<file path="config.mk">
export PLATFORM = sky130hd
export DESIGN_NAME = eeprom_fe
export DESIGN_NICKNAME = d
export VERILOG_FILES = /design/src/rtl/eeprom_fe_pkg.sv /design/src/rtl/eeprom_fe.sv /design/src/rtl/input_filter.sv
export SDC_FILE = /design/constraint.sdc
export NUM_CORES = 1
export LEC_CHECK = 0
export ABC_AREA = 1
export ABC_CLOCK_PERIOD_IN_PS = 1890
export BUFFER_PORTS_ARGS = -buffer_cell sky130_fd_sc_hd__buf_2
export CELL_PAD_IN_SITES_DETAIL_PLACEMENT = 1
export CELL_PAD_IN_SITES_GLOBAL_PLACEMENT = 1
export CORE_MARGIN = 5
export CORE_UTILIZATION = 25
export CTS_CLUSTER_DIAMETER = 200
export DETAILED_ROUTE_END_ITERATION = 7
export GPL_TIMING_DRIVEN = 0
export PLACE_DENSITY = 0.59
export SETUP_SLACK_MARGIN = 0.3
export SYNTH_ARGS = -nofsm -noshare
export SYNTH_HDL_FRONTEND = slang
export SYNTH_SLANG_ARGS = --single-unit
</file>
<file path="constraint.sdc">
create_clock -name ref_clk_in -period 1.89 [get_ports ref_clk_in]
set_input_delay 0.0945 -clock ref_clk_in [delete_from_list [all_inputs] [get_ports ref_clk_in]]
set_output_delay 0.0945 -clock ref_clk_in [all_outputs]
set_load 0.05 [all_outputs]
</file>
<file path="src/rtl/eeprom_fe_pkg.sv">
/*
  constants, types and carriers for the two-wire eeprom slave front end.
  assumes a single 125 mhz core clock and a synchronous active-high reset.
*/
package eeprom_fe_pkg;

    // ------------------------------------------------------------
    // timing
    // ------------------------------------------------------------
    localparam int CLK_PERIOD_PS = 8000;
    localparam int FILT_NS       = 50;
    localparam int FILT_CYC      = (FILT_NS * 1000 + CLK_PERIOD_PS - 1) / CLK_PERIOD_PS;
    localparam int STRAP_CYC     = 1;
    localparam int T_WR_US       = 3000;
    localparam int T_WR_CYC      = int'((64'(T_WR_US) * 64'd1000000) / 64'(CLK_PERIOD_PS));
    localparam int WR_W          = 19;

    // ------------------------------------------------------------
    // byte framing and address byte fields
    // ------------------------------------------------------------
    localparam logic [3:0] BITS_PER_BYTE = 4'h8;
    localparam logic [3:0] TYPE_ARRAY    = 4'hA;
    localparam logic [3:0] TYPE_SPECIAL  = 4'hB;
    localparam int         TYPE_MSB      = 7;
    localparam int         TYPE_LSB      = 4;
    localparam int         SEL_MSB       = 3;
    localparam int         SEL_LSB       = 1;
    localparam int         RW_BIT        = 0;

    // ------------------------------------------------------------
    // reset values
    // ------------------------------------------------------------
    localparam logic [1:0] BUS_RST   = 2'h3;
    localparam logic [5:0] STRAP_RST = 6'h00;
    localparam logic       SDA_LOW   = 1'b0;

    // ------------------------------------------------------------
    // types
    // ------------------------------------------------------------
    typedef enum logic [2:0] {
        ST_OFF,
        ST_STANDBY,
        ST_ADDR,
        ST_WORD,
        ST_DATA,
        ST_IGNORE,
        ST_PROG
    } fe_state_t;

    typedef enum logic [1:0] {
        BYTE_ADDR,
        BYTE_WORD,
        BYTE_DATA
    } byte_kind_t;

    typedef struct packed {
        logic       valid;
        logic       acked;
        logic       special;
        byte_kind_t kind;
        logic [7:0] data;
    } rx_byte_t;

    typedef struct packed {
        logic       wp;
        logic [2:0] sel;
        logic       por_ok;
        logic       bor;
    } straps_t;

endpackage

</file>
<file path="src/rtl/eeprom_fe.sv">
/*
  two-wire slave front end of a small serial eeprom: condition detection,
  byte framing, acknowledge, write-protect, programming cycle timer,
  power-on and brown-out handling.
  assumes scl, sda, straps and supply monitor levels are asynchronous pins;
  the pad provides pull-downs on straps and wp, and resolves the open drain.
*/
`timescale 1ns/1ps
`default_nettype none
module eeprom_fe
    import eeprom_fe_pkg::*;
#(
    parameter int unsigned WR_CYC = T_WR_CYC
) (
    input  wire logic      ref_clk_in,
    input  wire logic      srst_in,
    input  wire logic      scl_in,
    input  wire logic      sda_in,
    output logic           sda_out,
    output logic           sda_oe_out,
    input  wire logic      addr_select_bit0_in,
    input  wire logic      addr_select_bit1_in,
    input  wire logic      addr_select_bit2_in,
    input  wire logic      wp_in,
    input  wire logic      por_ok_in,
    input  wire logic      bor_in,
    output rx_byte_t       rx_byte_out,
    output logic           prog_start_out,
    output logic           prog_busy_out,
    output logic           standby_out
);

    // ------------------------------------------------------------
    // state
    // ------------------------------------------------------------
    typedef struct packed {
        fe_state_t   st;
        logic        scl_q;
        logic        sda_q;
        logic        por_q;
        logic        hold;
        logic [3:0]  cnt;
        logic        ack_ph;
        logic        acked;
        logic        armed;
        logic        special;
        logic [7:0]  sh;
        logic [WR_W-1:0] timer;
        logic        oe;
        logic        lvl;
        rx_byte_t    rx;
        logic        prog_start;
        logic        busy;
        logic        stby;
    } fe_t;

    fe_t      s_ff;
    fe_t      nxt_s;

    logic     scl_f;
    logic     sda_f;
    straps_t  strap;

    logic     scl_rise;
    logic     scl_fall;
    logic     start_c;
    logic     stop_c;
    logic     por_rise;
    logic     addr_match;
    logic     ack_now;

    // ------------------------------------------------------------
    // input conditioning
    // ------------------------------------------------------------
    input_filter #(
        .W   (1),
        .N   (FILT_CYC),
        .RST (BUS_RST[1])
    ) u_scl_filter (
        .clk_in    (ref_clk_in),
        .srst_in   (srst_in),
        .raw_in    (scl_in),
        .clean_out (scl_f)
    );

    input_filter #(
        .W   (1),
        .N   (FILT_CYC),
        .RST (BUS_RST[0])
    ) u_sda_filter (
        .clk_in    (ref_clk_in),
        .srst_in   (srst_in),
        .raw_in    (sda_in),
        .clean_out (sda_f)
    );

    // straps rely on pad pull-downs, so a floating pin arrives as zero
    input_filter #(
        .W   (6),
        .N   (STRAP_CYC),
        .RST (STRAP_RST)
    ) u_strap_sync (
        .clk_in    (ref_clk_in),
        .srst_in   (srst_in),
        .raw_in    ({wp_in, addr_select_bit2_in, addr_select_bit1_in,
                     addr_select_bit0_in, por_ok_in, bor_in}),
        .clean_out (strap)
    );

    // ------------------------------------------------------------
    // bus events
    // ------------------------------------------------------------
    always_comb begin
        scl_rise = scl_f & ~s_ff.scl_q;
        scl_fall = ~scl_f & s_ff.scl_q;
        start_c  = s_ff.scl_q & scl_f & s_ff.sda_q & ~sda_f;
        stop_c   = s_ff.scl_q & scl_f & ~s_ff.sda_q & sda_f;
        por_rise = strap.por_ok & ~s_ff.por_q;
    end

    // ------------------------------------------------------------
    // acknowledge decision
    // ------------------------------------------------------------
    always_comb begin
        addr_match = (s_ff.sh[TYPE_MSB:TYPE_LSB] == TYPE_ARRAY
                      || s_ff.sh[TYPE_MSB:TYPE_LSB] == TYPE_SPECIAL)
                     && s_ff.sh[SEL_MSB:SEL_LSB] == strap.sel;
        ack_now = 1'b0;
        unique case (s_ff.st)
            ST_ADDR: begin
                ack_now = addr_match;
            end
            ST_WORD: begin
                ack_now = 1'b1;
            end
            ST_DATA: begin
                ack_now = ~strap.wp;
            end
            default: begin
                ack_now = 1'b0;
            end
        endcase
    end

    // ------------------------------------------------------------
    // next state
    // ------------------------------------------------------------
    always_comb begin
        nxt_s            = s_ff;
        nxt_s.scl_q      = scl_f;
        nxt_s.sda_q      = sda_f;
        nxt_s.por_q      = strap.por_ok;
        nxt_s.lvl        = SDA_LOW;
        nxt_s.rx.valid   = 1'b0;
        nxt_s.prog_start = 1'b0;
        nxt_s.hold       = strap.bor | (s_ff.hold & ~por_rise);

        if (nxt_s.hold || !strap.por_ok) begin
            // bus is deaf while the supply is not trusted
            nxt_s.st     = ST_OFF;
            nxt_s.oe     = 1'b0;
            nxt_s.cnt    = '0;
            nxt_s.ack_ph = 1'b0;
            nxt_s.armed  = 1'b0;
            nxt_s.timer  = '0;
        end else begin
            unique case (s_ff.st)
                ST_OFF: begin
                    nxt_s.st = ST_STANDBY;
                end
                ST_PROG: begin
                    // self-timed: no start, stop or ack while it runs
                    nxt_s.oe = 1'b0;
                    if (s_ff.timer == WR_W'(WR_CYC - 1)) begin
                        nxt_s.st    = ST_STANDBY;
                        nxt_s.timer = '0;
                    end else begin
                        nxt_s.timer = s_ff.timer + WR_W'(1);
                    end
                end
                default: begin
                    if (start_c) begin
                        // also covers a repeated start and the recovery sequence
                        nxt_s.st     = ST_ADDR;
                        nxt_s.cnt    = '0;
                        nxt_s.ack_ph = 1'b0;
                        nxt_s.oe     = 1'b0;
                        nxt_s.armed  = 1'b0;
                    end else if (stop_c) begin
                        nxt_s.oe     = 1'b0;
                        nxt_s.cnt    = '0;
                        nxt_s.ack_ph = 1'b0;
                        nxt_s.armed  = 1'b0;
                        if (s_ff.armed) begin
                            nxt_s.st         = ST_PROG;
                            nxt_s.prog_start = 1'b1;
                            nxt_s.timer      = '0;
                        end else begin
                            nxt_s.st = ST_STANDBY;
                        end
                    end else if (s_ff.st == ST_ADDR || s_ff.st == ST_WORD
                                 || s_ff.st == ST_DATA) begin
                        if (scl_rise && s_ff.cnt < BITS_PER_BYTE) begin
                            nxt_s.sh  = {s_ff.sh[6:0], sda_f};
                            nxt_s.cnt = s_ff.cnt + 4'h1;
                        end
                        if (scl_fall) begin
                            if (s_ff.ack_ph) begin
                                // ninth clock over: release and move on
                                nxt_s.oe     = 1'b0;
                                nxt_s.ack_ph = 1'b0;
                                nxt_s.cnt    = '0;
                                unique case (s_ff.st)
                                    ST_ADDR: begin
                                        if (!s_ff.acked) begin
                                            nxt_s.st = ST_STANDBY;
                                        end else if (s_ff.sh[RW_BIT]) begin
                                            nxt_s.st = ST_IGNORE;
                                        end else begin
                                            nxt_s.st = ST_WORD;
                                        end
                                    end
                                    ST_WORD: begin
                                        nxt_s.st = ST_DATA;
                                    end
                                    default: begin
                                        nxt_s.st = ST_DATA;
                                    end
                                endcase
                                // only an acked data byte opens the tenth slot
                                nxt_s.armed = s_ff.acked && s_ff.st == ST_DATA;
                            end else if (s_ff.cnt == BITS_PER_BYTE) begin
                                nxt_s.ack_ph     = 1'b1;
                                nxt_s.acked      = ack_now;
                                nxt_s.oe         = ack_now;
                                nxt_s.rx.valid   = 1'b1;
                                nxt_s.rx.acked   = ack_now;
                                nxt_s.rx.data    = s_ff.sh;
                                if (s_ff.st == ST_ADDR) begin
                                    nxt_s.special = s_ff.sh[TYPE_MSB:TYPE_LSB] == TYPE_SPECIAL;
                                    nxt_s.rx.special = s_ff.sh[TYPE_MSB:TYPE_LSB] == TYPE_SPECIAL;
                                    nxt_s.rx.kind = BYTE_ADDR;
                                end else begin
                                    nxt_s.rx.special = s_ff.special;
                                    nxt_s.rx.kind = (s_ff.st == ST_WORD) ? BYTE_WORD : BYTE_DATA;
                                end
                            end else begin
                                // a falling clock here is inside the next byte, which
                                // holds only because the master leaves no idle clocks
                                nxt_s.armed = 1'b0;
                            end
                        end
                    end
                end
            endcase
        end

        nxt_s.busy = nxt_s.st == ST_PROG;
        nxt_s.stby = nxt_s.st == ST_STANDBY;
    end

    // ------------------------------------------------------------
    // registers
    // ------------------------------------------------------------
    always_ff @(posedge ref_clk_in) begin
        if (srst_in) begin
            s_ff            <= '0;
            s_ff.st         <= ST_OFF;
            s_ff.scl_q      <= BUS_RST[1];
            s_ff.sda_q      <= BUS_RST[0];
            s_ff.lvl        <= SDA_LOW;
            s_ff.rx.kind    <= BYTE_ADDR;
        end else begin
            s_ff <= nxt_s;
        end
    end

    // ------------------------------------------------------------
    // outputs
    // ------------------------------------------------------------
    assign sda_out        = s_ff.lvl;
    assign sda_oe_out     = s_ff.oe;
    assign rx_byte_out    = s_ff.rx;
    assign prog_start_out = s_ff.prog_start;
    assign prog_busy_out  = s_ff.busy;
    assign standby_out    = s_ff.stby;

endmodule
`default_nettype wire

</file>
<file path="src/rtl/input_filter.sv">
/*
  two-flop synchroniser followed by a persistence filter, per vector.
  assumes raw inputs are asynchronous to clk_in; bits share one counter,
  so instantiate one per independent line where glitch timing matters.
*/
`timescale 1ns/1ps
`default_nettype none
module input_filter #(
    parameter int               W   = 1,
    parameter int               N   = 1,
    parameter logic [W-1:0]     RST = '0
) (
    input  wire logic           clk_in,
    input  wire logic           srst_in,
    input  wire logic [W-1:0]   raw_in,
    output logic      [W-1:0]   clean_out
);
    localparam int CW = $clog2(N + 1);

    typedef struct packed {
        logic [W-1:0]  s1;
        logic [W-1:0]  s2;
        logic [W-1:0]  clean;
        logic [CW-1:0] cnt;
    } flt_t;

    flt_t s_ff;
    flt_t nxt_s;

    // ------------------------------------------------------------
    // filter
    // ------------------------------------------------------------
    always_comb begin
        nxt_s    = s_ff;
        nxt_s.s1 = raw_in;
        nxt_s.s2 = s_ff.s1;
        if (s_ff.s2 == s_ff.clean) begin
            nxt_s.cnt = '0;
        end else if (s_ff.cnt == CW'(N - 1)) begin
            nxt_s.clean = s_ff.s2;
            nxt_s.cnt   = '0;
        end else begin
            nxt_s.cnt = s_ff.cnt + CW'(1);
        end
    end

    always_ff @(posedge clk_in) begin
        if (srst_in) begin
            s_ff <= '{s1: RST, s2: RST, clean: RST, cnt: '0};
        end else begin
            s_ff <= nxt_s;
        end
    end

    assign clean_out = s_ff.clean;
endmodule
`default_nettype wire

</file>
==> metrics.md, run 1 <==
| Metric | Value |
|---|---|
| Outcome | `finished, final reports clean` |
| Arr. time, crit path | `~1900 ps` |
| Leakage | `2.39 nW` |
| Final period util | `0.854` |
| Synth Area per Inst | `about 7.4 um2` |
| Clk_skew | `9.80 ps` |
| Slowest CP cell | `dfxtp_2` |
| Slew @ Worst Pin | `637 ps` |
| Die Ht | `139 um` |
| Most frequent cells after synthesis | `104 x nand2_1, 90 x dfxtp_1, 87 x nor2_1` |
| Std-Cell Rows | `47` |
| Clock H-tree levels | `3` |
| Fillers | `1968` |
| CP peak stage delay | `430 ps` |
| Largest cells by area after synthesis | `dfxtp_1 43%, nand2_1 9.3%, nor2_1 7.8%, inv_1 5.9%, a21oi_1 4.8%` |
| Seq pwr share | `0.502` |
| Peak VDD IR | `just under 0.0003 V` |
| Routed WL | `11600 um` |
| Power density cells | `between 600 and 700 mW/mm2` |
| Vias | `3877` |
| Yosys reg bits | `90` |
| CTS max path bufs | `2` |
| DP Worst Slack | `-14.3 ps` |
| Post-synthesis cell count | `between 500 and 600` |
| Final Max Slew Viols | `0` |
| Reg2Reg Depth | `10` |
| Combinational power share | `0.070` |
| YS warnings | `0` |
| Area share of the largest cell type after synthesis | `0.430` |
| Worst-path clk slew | `70 ps` |
| Slew headroom | `0.575` |
| Routability-driven placement congestion ratio | `0.835` |
| Hold Crit Depth | `2` |
| CTS tree | `yes` |
| Share of layout cells above drive strength 1 | `0.333` |
| Pint | `2.93 mW` |
| Setup Viol. Count Final | `0` |
| Ys flop type | `dfxtp_1` |
| FF+latch area | `about 0.0018 mm2` |
| Critical Path End Type | `register` |
| Total power | `about 3.9 mW` |
| Sequential area share after synthesis | `0.430` |
| Vias per inst | `4.44` |
| GRT Total Usage | `0.121` |
| CP max FO | `7` |
| Ports | `28` |
| RSZ-0062 raised after global routing | `true` |
| EDFF count, synth | `0` |
| Distinct cells, synth | `43` |
| Multi-input logic area | `about 0.0022 mm2` |
| Nets@finish | `667` |
| Async S/R FF share, synth | `0` |
| Area growth syn-to-layout | `34.6%` |
| Critical Path Start Type | `register` |
| Diodes inserted | `0` |
| WL/cell | `13.3 um` |
| CTS Buf Count | `9` |
| Post-DP HPWL | `8450 um` |
| DR iter-0 viols | `65` |
| Input/output buffers | `26` |
| Maxcap violations | `0` |
| Area of the core | `between 0.015 and 0.02 mm2` |
| CP Cell Sequence | `nand2_2 -> nor2_4 -> inv_2 -> nand2_2 -> nor2_4 -> nand2_4 -> nor2_8 -> buf_12 -> buf_16 -> a21oi_1` |
| Worst hold margin | `94.2 ps` |
| Sw power | `0.973 mW` |
| Worst skew pair latency | `350 ps` |
| Vias in the first global route | `4034` |
| WP data required | `2170 ps` |
| Final Hold Fails | `0` |
| Minimum clock period | `1610 ps` |
| Die area | `around 0.019 mm2` |
| Hold Path Class | `input port to register` |
| Die width | `139 um` |
| DRC violations left | `0` |
| Clk sinks | `90` |
| Switching share of total power | `0.249` |
| Clk pwr share | `0.428` |
| CTS root buf | `clkbuf_16` |
| Initial core utilization | `0.253` |
| Total congestion overflow | `0` |
| Mapped cell area | `0.00419 mm2` |
| Initial antenna violation count | `0` |
| Yosys top cell by area | `dfxtp_1` |
| Post-route ant nets | `0` |
| Max frequency | `620 MHz` |
| Final setup margin | `276 ps` |
| Largest net degree at the start of global routing | `16` |
| Drt pass-1 iters | `4` |
| Cell with the most instances after synthesis | `nand2_1` |
| First-pass GRT wire length | `roughly 19000 um` |
| Crit Path Category | `register to register` |
==> per-layer routing <==
metal / wire length, um / global-route usage / up-vias
met4: 239 / 0.0536 / 0
met3: 243 / 0.0213 / 17
li1: - / - / 1963
met5: 0 / 0 / -
met1: 5480 / 0.147 / 1861
met2: 5680 / 0.209 / 36
==> cell families after synthesis <==
logic type	count (synthesis)	synth area share
XOR/XNOR	8	0.0167
other	1	0.000895
adder cells (fa/ha/maj)	7	0.0209
flip-flops	90	0.430
buffers and inverters	101	0.109
AND/OR/NAND/NOR	273	0.304
AO/OA/AOI/OAI	87	0.118
==> layout make-up <==
cell class / instances / share of cell area
plain buffers: 24 / 0.0304
clock buffers: 10 / 0.0406
clock inverters: 5 / 0.00733
inverters: 77 / 0.0540
multi-input cells: 377 / 0.395
flip-flops and latches: 90 / 0.325
well taps: 220 / 0.0488
repair buffers: 71 / 0.0990
==> sequential cells by signal, indices dropped and copies added (netlist names) <==
register	cells
s_ff	42
u_scl_filter.clean_out	1
u_strap_sync.nxt_s	6
sda_oe_out	1
u_strap_sync.clean_out	6
prog_start_out	1
u_scl_filter.s_ff	4
u_strap_sync.s_ff	7
u_sda_filter.s_ff	4
standby_out	1
rx_byte_out	13
prog_busy_out	1
u_scl_filter.nxt_s	1
u_sda_filter.nxt_s	1
u_sda_filter.clean_out	1
==> through the flow <==
step | util | setup TNS (ps) | instances | area (um2)
floorplan | - | 0 | 568 | 4190
finish | 0.341 | 0 | 874 | 5640
global placement | 0.278 | 0 | 814 | 4600
detailed placement | 0.278 | -14.3 | 814 | 4600
global route | 0.341 | 0 | 874 | 5640
CTS | 0.326 | 0 | 860 | 5380
==> cell usage in the layout, fill, tap and decap left out, types with 7 or more instances in the layout <==
| cell | instances |
|---|---|
| a21oi_1 | 33 |
| buf_2 | 26 |
| buf_4 | 46 |
| clkbuf_16 | 9 |
| dfxtp_1 | 73 |
| dfxtp_2 | 14 |
| dlygate4sd3_1 | 8 |
| inv_1 | 59 |
| inv_2 | 13 |
| nand2_1 | 88 |
| nand2_2 | 16 |
| nand2_4 | 11 |
| nand3_1 | 22 |
| nand4_1 | 13 |
| nor2_1 | 73 |
| nor2_2 | 11 |
| nor2_4 | 12 |
| nor3_1 | 7 |
| o21ai_0 | 20 |
| o21ai_2 | 7 |
==> repair_timing <==
item	4_1_cts	5_1_grt
resized for setup	71	45
buffers inserted	22	14
endpoints found under the hold margin	8	0
gates cloned	1	0
pin swaps	18	20
hold buffers	8	0
endpoints found under the setup margin	51	53
==> critical path, delay by kind of cell (launching register included) <==
kind                   cells  cell delay, ps
AND/OR/NAND/NOR            6             640
AO/OA/AOI/OAI              1             130
flip-flops                 1             430
buffers and inverters      3             320
==> worst paths after layout <==
| path | from | end | slack (ps) |
|---|---|---|---|
| worst max-delay path | s_ff[56]$_SDFF_PP1_ | rx_byte_out[6]$_SDFFE_PP0P_ | 280 |
| worst min-delay path | srst_in | u_sda_filter.nxt_s[4]$_SDFF_PP1_ | 90 |
| worst max register to register | s_ff[56]$_SDFF_PP1_ | rx_byte_out[6]$_SDFFE_PP0P_ | 280 |
| worst min register to register | u_scl_filter.nxt_s[4]$_SDFF_PP1_ | u_scl_filter.s_ff[4]$_SDFF_PP1_ | 400 |
==> power by group through the flow <==
stage	logic, mW	clock network (mW)	registers [mW]
6_report	0.272	1.67	1.96
3_5_place_dp	0.223	0	2.01
5_1_grt	0.307	1.79	1.96
3_3_place_gp	0.217	0	2.00
2_1_floorplan	0.158	0	2.00
4_1_cts	0.254	1.74	1.96
(Power assumes the default switching activity.)
==> run 2, diff against run 1 <==
--- a/config.mk
+++ b/config.mk
@@ -10,7 +10,7 @@
 export BUFFER_PORTS_ARGS = -buffer_cell sky130_fd_sc_hd__buf_2
 export CELL_PAD_IN_SITES_DETAIL_PLACEMENT = 1
 export CELL_PAD_IN_SITES_GLOBAL_PLACEMENT = 1
-export CORE_MARGIN = 5
+export CORE_MARGIN = 2
 export CORE_UTILIZATION = 25
 export CTS_CLUSTER_DIAMETER = 200
 export DETAILED_ROUTE_END_ITERATION = 7
==> metrics.md, run 2 (synthesis gave the netlist of run 1 again) <==
| Metric | Value |
|---|---|
| Outcome | `finished, final reports clean` |
| Slew @ Worst Pin | `805 ps (+169 ps)` |
| Largest Register | `s_ff` |
| Vias in the first global route | `3920 (-2.8%)` |
| Slew headroom | `0.463 (-0.112)` |
| Largest net degree at the start of global routing | `18 (+2)` |
| Crit Path Category | `register to register` |
| Critical Path End Type | `register` |
| DRC violations left | `0 (unchanged)` |
| Sw power | `1.03 mW (+6.2%)` |
| Pint | `3.08 mW (+5.1%)` |
| RSZ-0062 raised after global routing | `true` |
| Arr. time, crit path | `1880 ps (-20 ps)` |
| Setup Viol. Count Final | `0 (unchanged)` |
| Minimum clock period | `1600 ps (-13.5 ps)` |
| Area of the core | `0.0165 mm2 (-0.36%)` |
| Worst-path clk slew | `70 ps (about the same)` |
| Finished Layout Cells | `876 (+0.23%)` |
| Area growth syn-to-layout | `36.0%` |
| Diodes inserted | `0 (unchanged)` |
| Clk sinks | `90 (unchanged)` |
| Max frequency | `625 MHz (+0.85%)` |
| Initial core utilization | `0.254 (+0.000905)` |
| Buf+Inv Stages, Crit Path | `2 (-1)` |
| Final core utilization | `0.346 (+0.00494)` |
| Hold Startpoint | `srst_in` |
| DP Worst Slack | `1.74 ps (+16.1 ps)` |
| Vias | `3821 (-1.4%)` |
| Clk_skew | `9.62 ps (-0.181 ps)` |
| Routability-driven placement congestion ratio | `0.807 (-3.4%)` |
| WL/cell | `13.2 um (-0.88%)` |
| Die Ht | `133 um (-4.3%)` |
| CP peak stage delay | `340 ps (-90 ps)` |
| Flop-to-flop setup slack | `290 ps (about the same)` |
| Clk pwr share | `0.460 (+0.032)` |
| Peak VDD IR | `0.000324 V (+9.1%)` |
| Total power | `4.11 mW (+5.4%)` |
| Final period util | `0.847 (-0.00716)` |
| CTS tree | `yes` |
| Commonest non-fill, non-tap cells in the layout | `86 x nand2_1, 76 x nor2_1, 73 x dfxtp_1` |
| First-pass GRT wire length | `18700 um (-3.0%)` |
| CTS Buf Count | `9 (unchanged)` |
| Leakage | `2.42 nW (+1.4%)` |
| Vias per inst | `4.36 (-1.7%)` |
| Die area | `0.0178 mm2 (-8.4%)` |
| Seq pwr share | `0.475 (-0.027)` |
| Final setup margin | `290 ps (+13.5 ps)` |
| Total congestion overflow | `0 (unchanged)` |
| Ports | `28 (unchanged)` |
| Worst skew pair latency | `340 ps (about the same)` |
| Routed WL | `11600 um (-0.65%)` |
| Critical path's top delay family | `simple AND/OR/NAND/NOR gates` |
| Switching share of total power | `0.251 (+0.00195)` |
| Share of layout cells above drive strength 1 | `0.343 (+0.00965)` |
| Placed cell count | `814 (unchanged)` |
| Most common library cell in the layout ignoring fill and taps | `nand2_1` |
| Die width | `133 um (-4.3%)` |
| CTS max path bufs | `2 (unchanged)` |
| Combinational power share | `0.066 (-0.004)` |
| WP data required | `2170 ps (about the same)` |
| CTS root buf | `clkbuf_16` |
| Maxcap violations | `0 (unchanged)` |
| Reg-to-Reg Start | `s_ff[49]$_SDFFE_PP0P_` |
| Nets@finish | `668 (+0.15%)` |
| DR iter-0 viols | `123 (+89%)` |
| Initial antenna violation count | `0 (unchanged)` |
| Clock H-tree levels | `3 (unchanged)` |
| Critical Path Start Type | `register` |
| Post-DP HPWL | `8150 um (-3.6%)` |
| Power density cells | `721 mW/mm2 (+4.2%)` |
| Post-route ant nets | `0 (unchanged)` |
| Slowest CP cell | `dfxtp_2` |
| CP Launch Point | `s_ff[49]$_SDFFE_PP0P_` |
| Hold Path Class | `input port to register` |
| Std-Cell Rows | `47 (unchanged)` |
| Setup TNS | `0 ps (unchanged)` |
| CP max FO | `6 (-1)` |
| Final Max Slew Viols | `0 (unchanged)` |
| Input/output buffers | `26 (unchanged)` |
| Drt pass-1 iters | `4 (unchanged)` |
| Largest register FFs | `42 (unchanged)` |
| Final Hold Fails | `0 (unchanged)` |
| GRT Total Usage | `0.130 (+0.00942)` |
| CP Cell Sequence | `inv_2 -> ha_4 -> nand2_4 -> nor2_4 -> nand2_2 -> nor2_4 -> nand2_4 -> nor2_8 -> buf_12 -> o21ai_2 -> a21oi_2` |
## run 2: cell types whose count changed in the layout (fill, tap and decap cells not counted), sizes merged
cell	before	now
inv	77	79
bufinv	0	1
buf	81	82
clkbuf	16	15
clkinv	3	4
clkinvlp	2	0
## run 2: final timing paths
path / end / cells after the start
worst max-delay path: rx_byte_out[1]$_SDFFE_PP0P_ / 11
worst min-delay path: u_scl_filter.nxt_s[4]$_SDFF_PP1_ / 2
worst max register to register: rx_byte_out[1]$_SDFFE_PP0P_ / 11
worst min register to register: u_strap_sync.s_ff[11]$_SDFF_PP0_ / 2
## run 2: worst register-to-register path: stages, from the launching register on
cell and delay (ps):
dfxtp_2 340, inv_2 70, ha_4 140, nand2_4 60
nor2_4 100, nand2_2 80, nor2_4 140, nand2_4 80
nor2_8 180, buf_12 160, o21ai_2 60, a21oi_2 130
## run 2: power by group through the flow
stage	logic, mW	clock network, mW	registers, mW
6_report	0.270	1.89	1.95
5_1_grt	0.300	2.01	1.95
4_1_cts	0.251	1.94	1.96
3_5_place_dp	0.225	0	2.00
3_3_place_gp	0.218	0	2.00
2_1_floorplan	0.158	0	2.00
## run 2: per-stage QoR
step                      hold WS [ps]  instance area [um2]
final                             83.6                 5700
after global routing               104                 5700
after CTS                         75.5                 5380
after detailed placement           283                 4600
after global placement             277                 4600
after floorplan                    198                 4190
## run 2: what timing repair did
item | CTS | global route
gates resized for setup | 62 | 65
hold endpoints to repair | 8 | 0
pin swaps | 17 | 30
hold buffers | 8 | 0
gates cloned | 1 | 0
buffers inserted | 22 | 15
endpoints found under the setup margin | 50 | 50
## run 2: area by class of cell
type	count	area (um2)
buffer	24	171
clock buffer	9	225
clock inverter	7	83.8
fill	2021	10800
inverter	77	307
multi-input combinational	377	2230
sequential	90	1840
tap	220	275
timing repair buffer	72	557
## run 2: layer usage
layer,wire length [um],up-vias,global-route usage,part of all wire
met4,132,0,0.0414,0.011
met1,5520,1816,0.169,0.48
met5,0,-,0,0
li1,-,1962,-,-
met3,240,8,0.0232,0.021
met2,5670,35,0.220,0.49
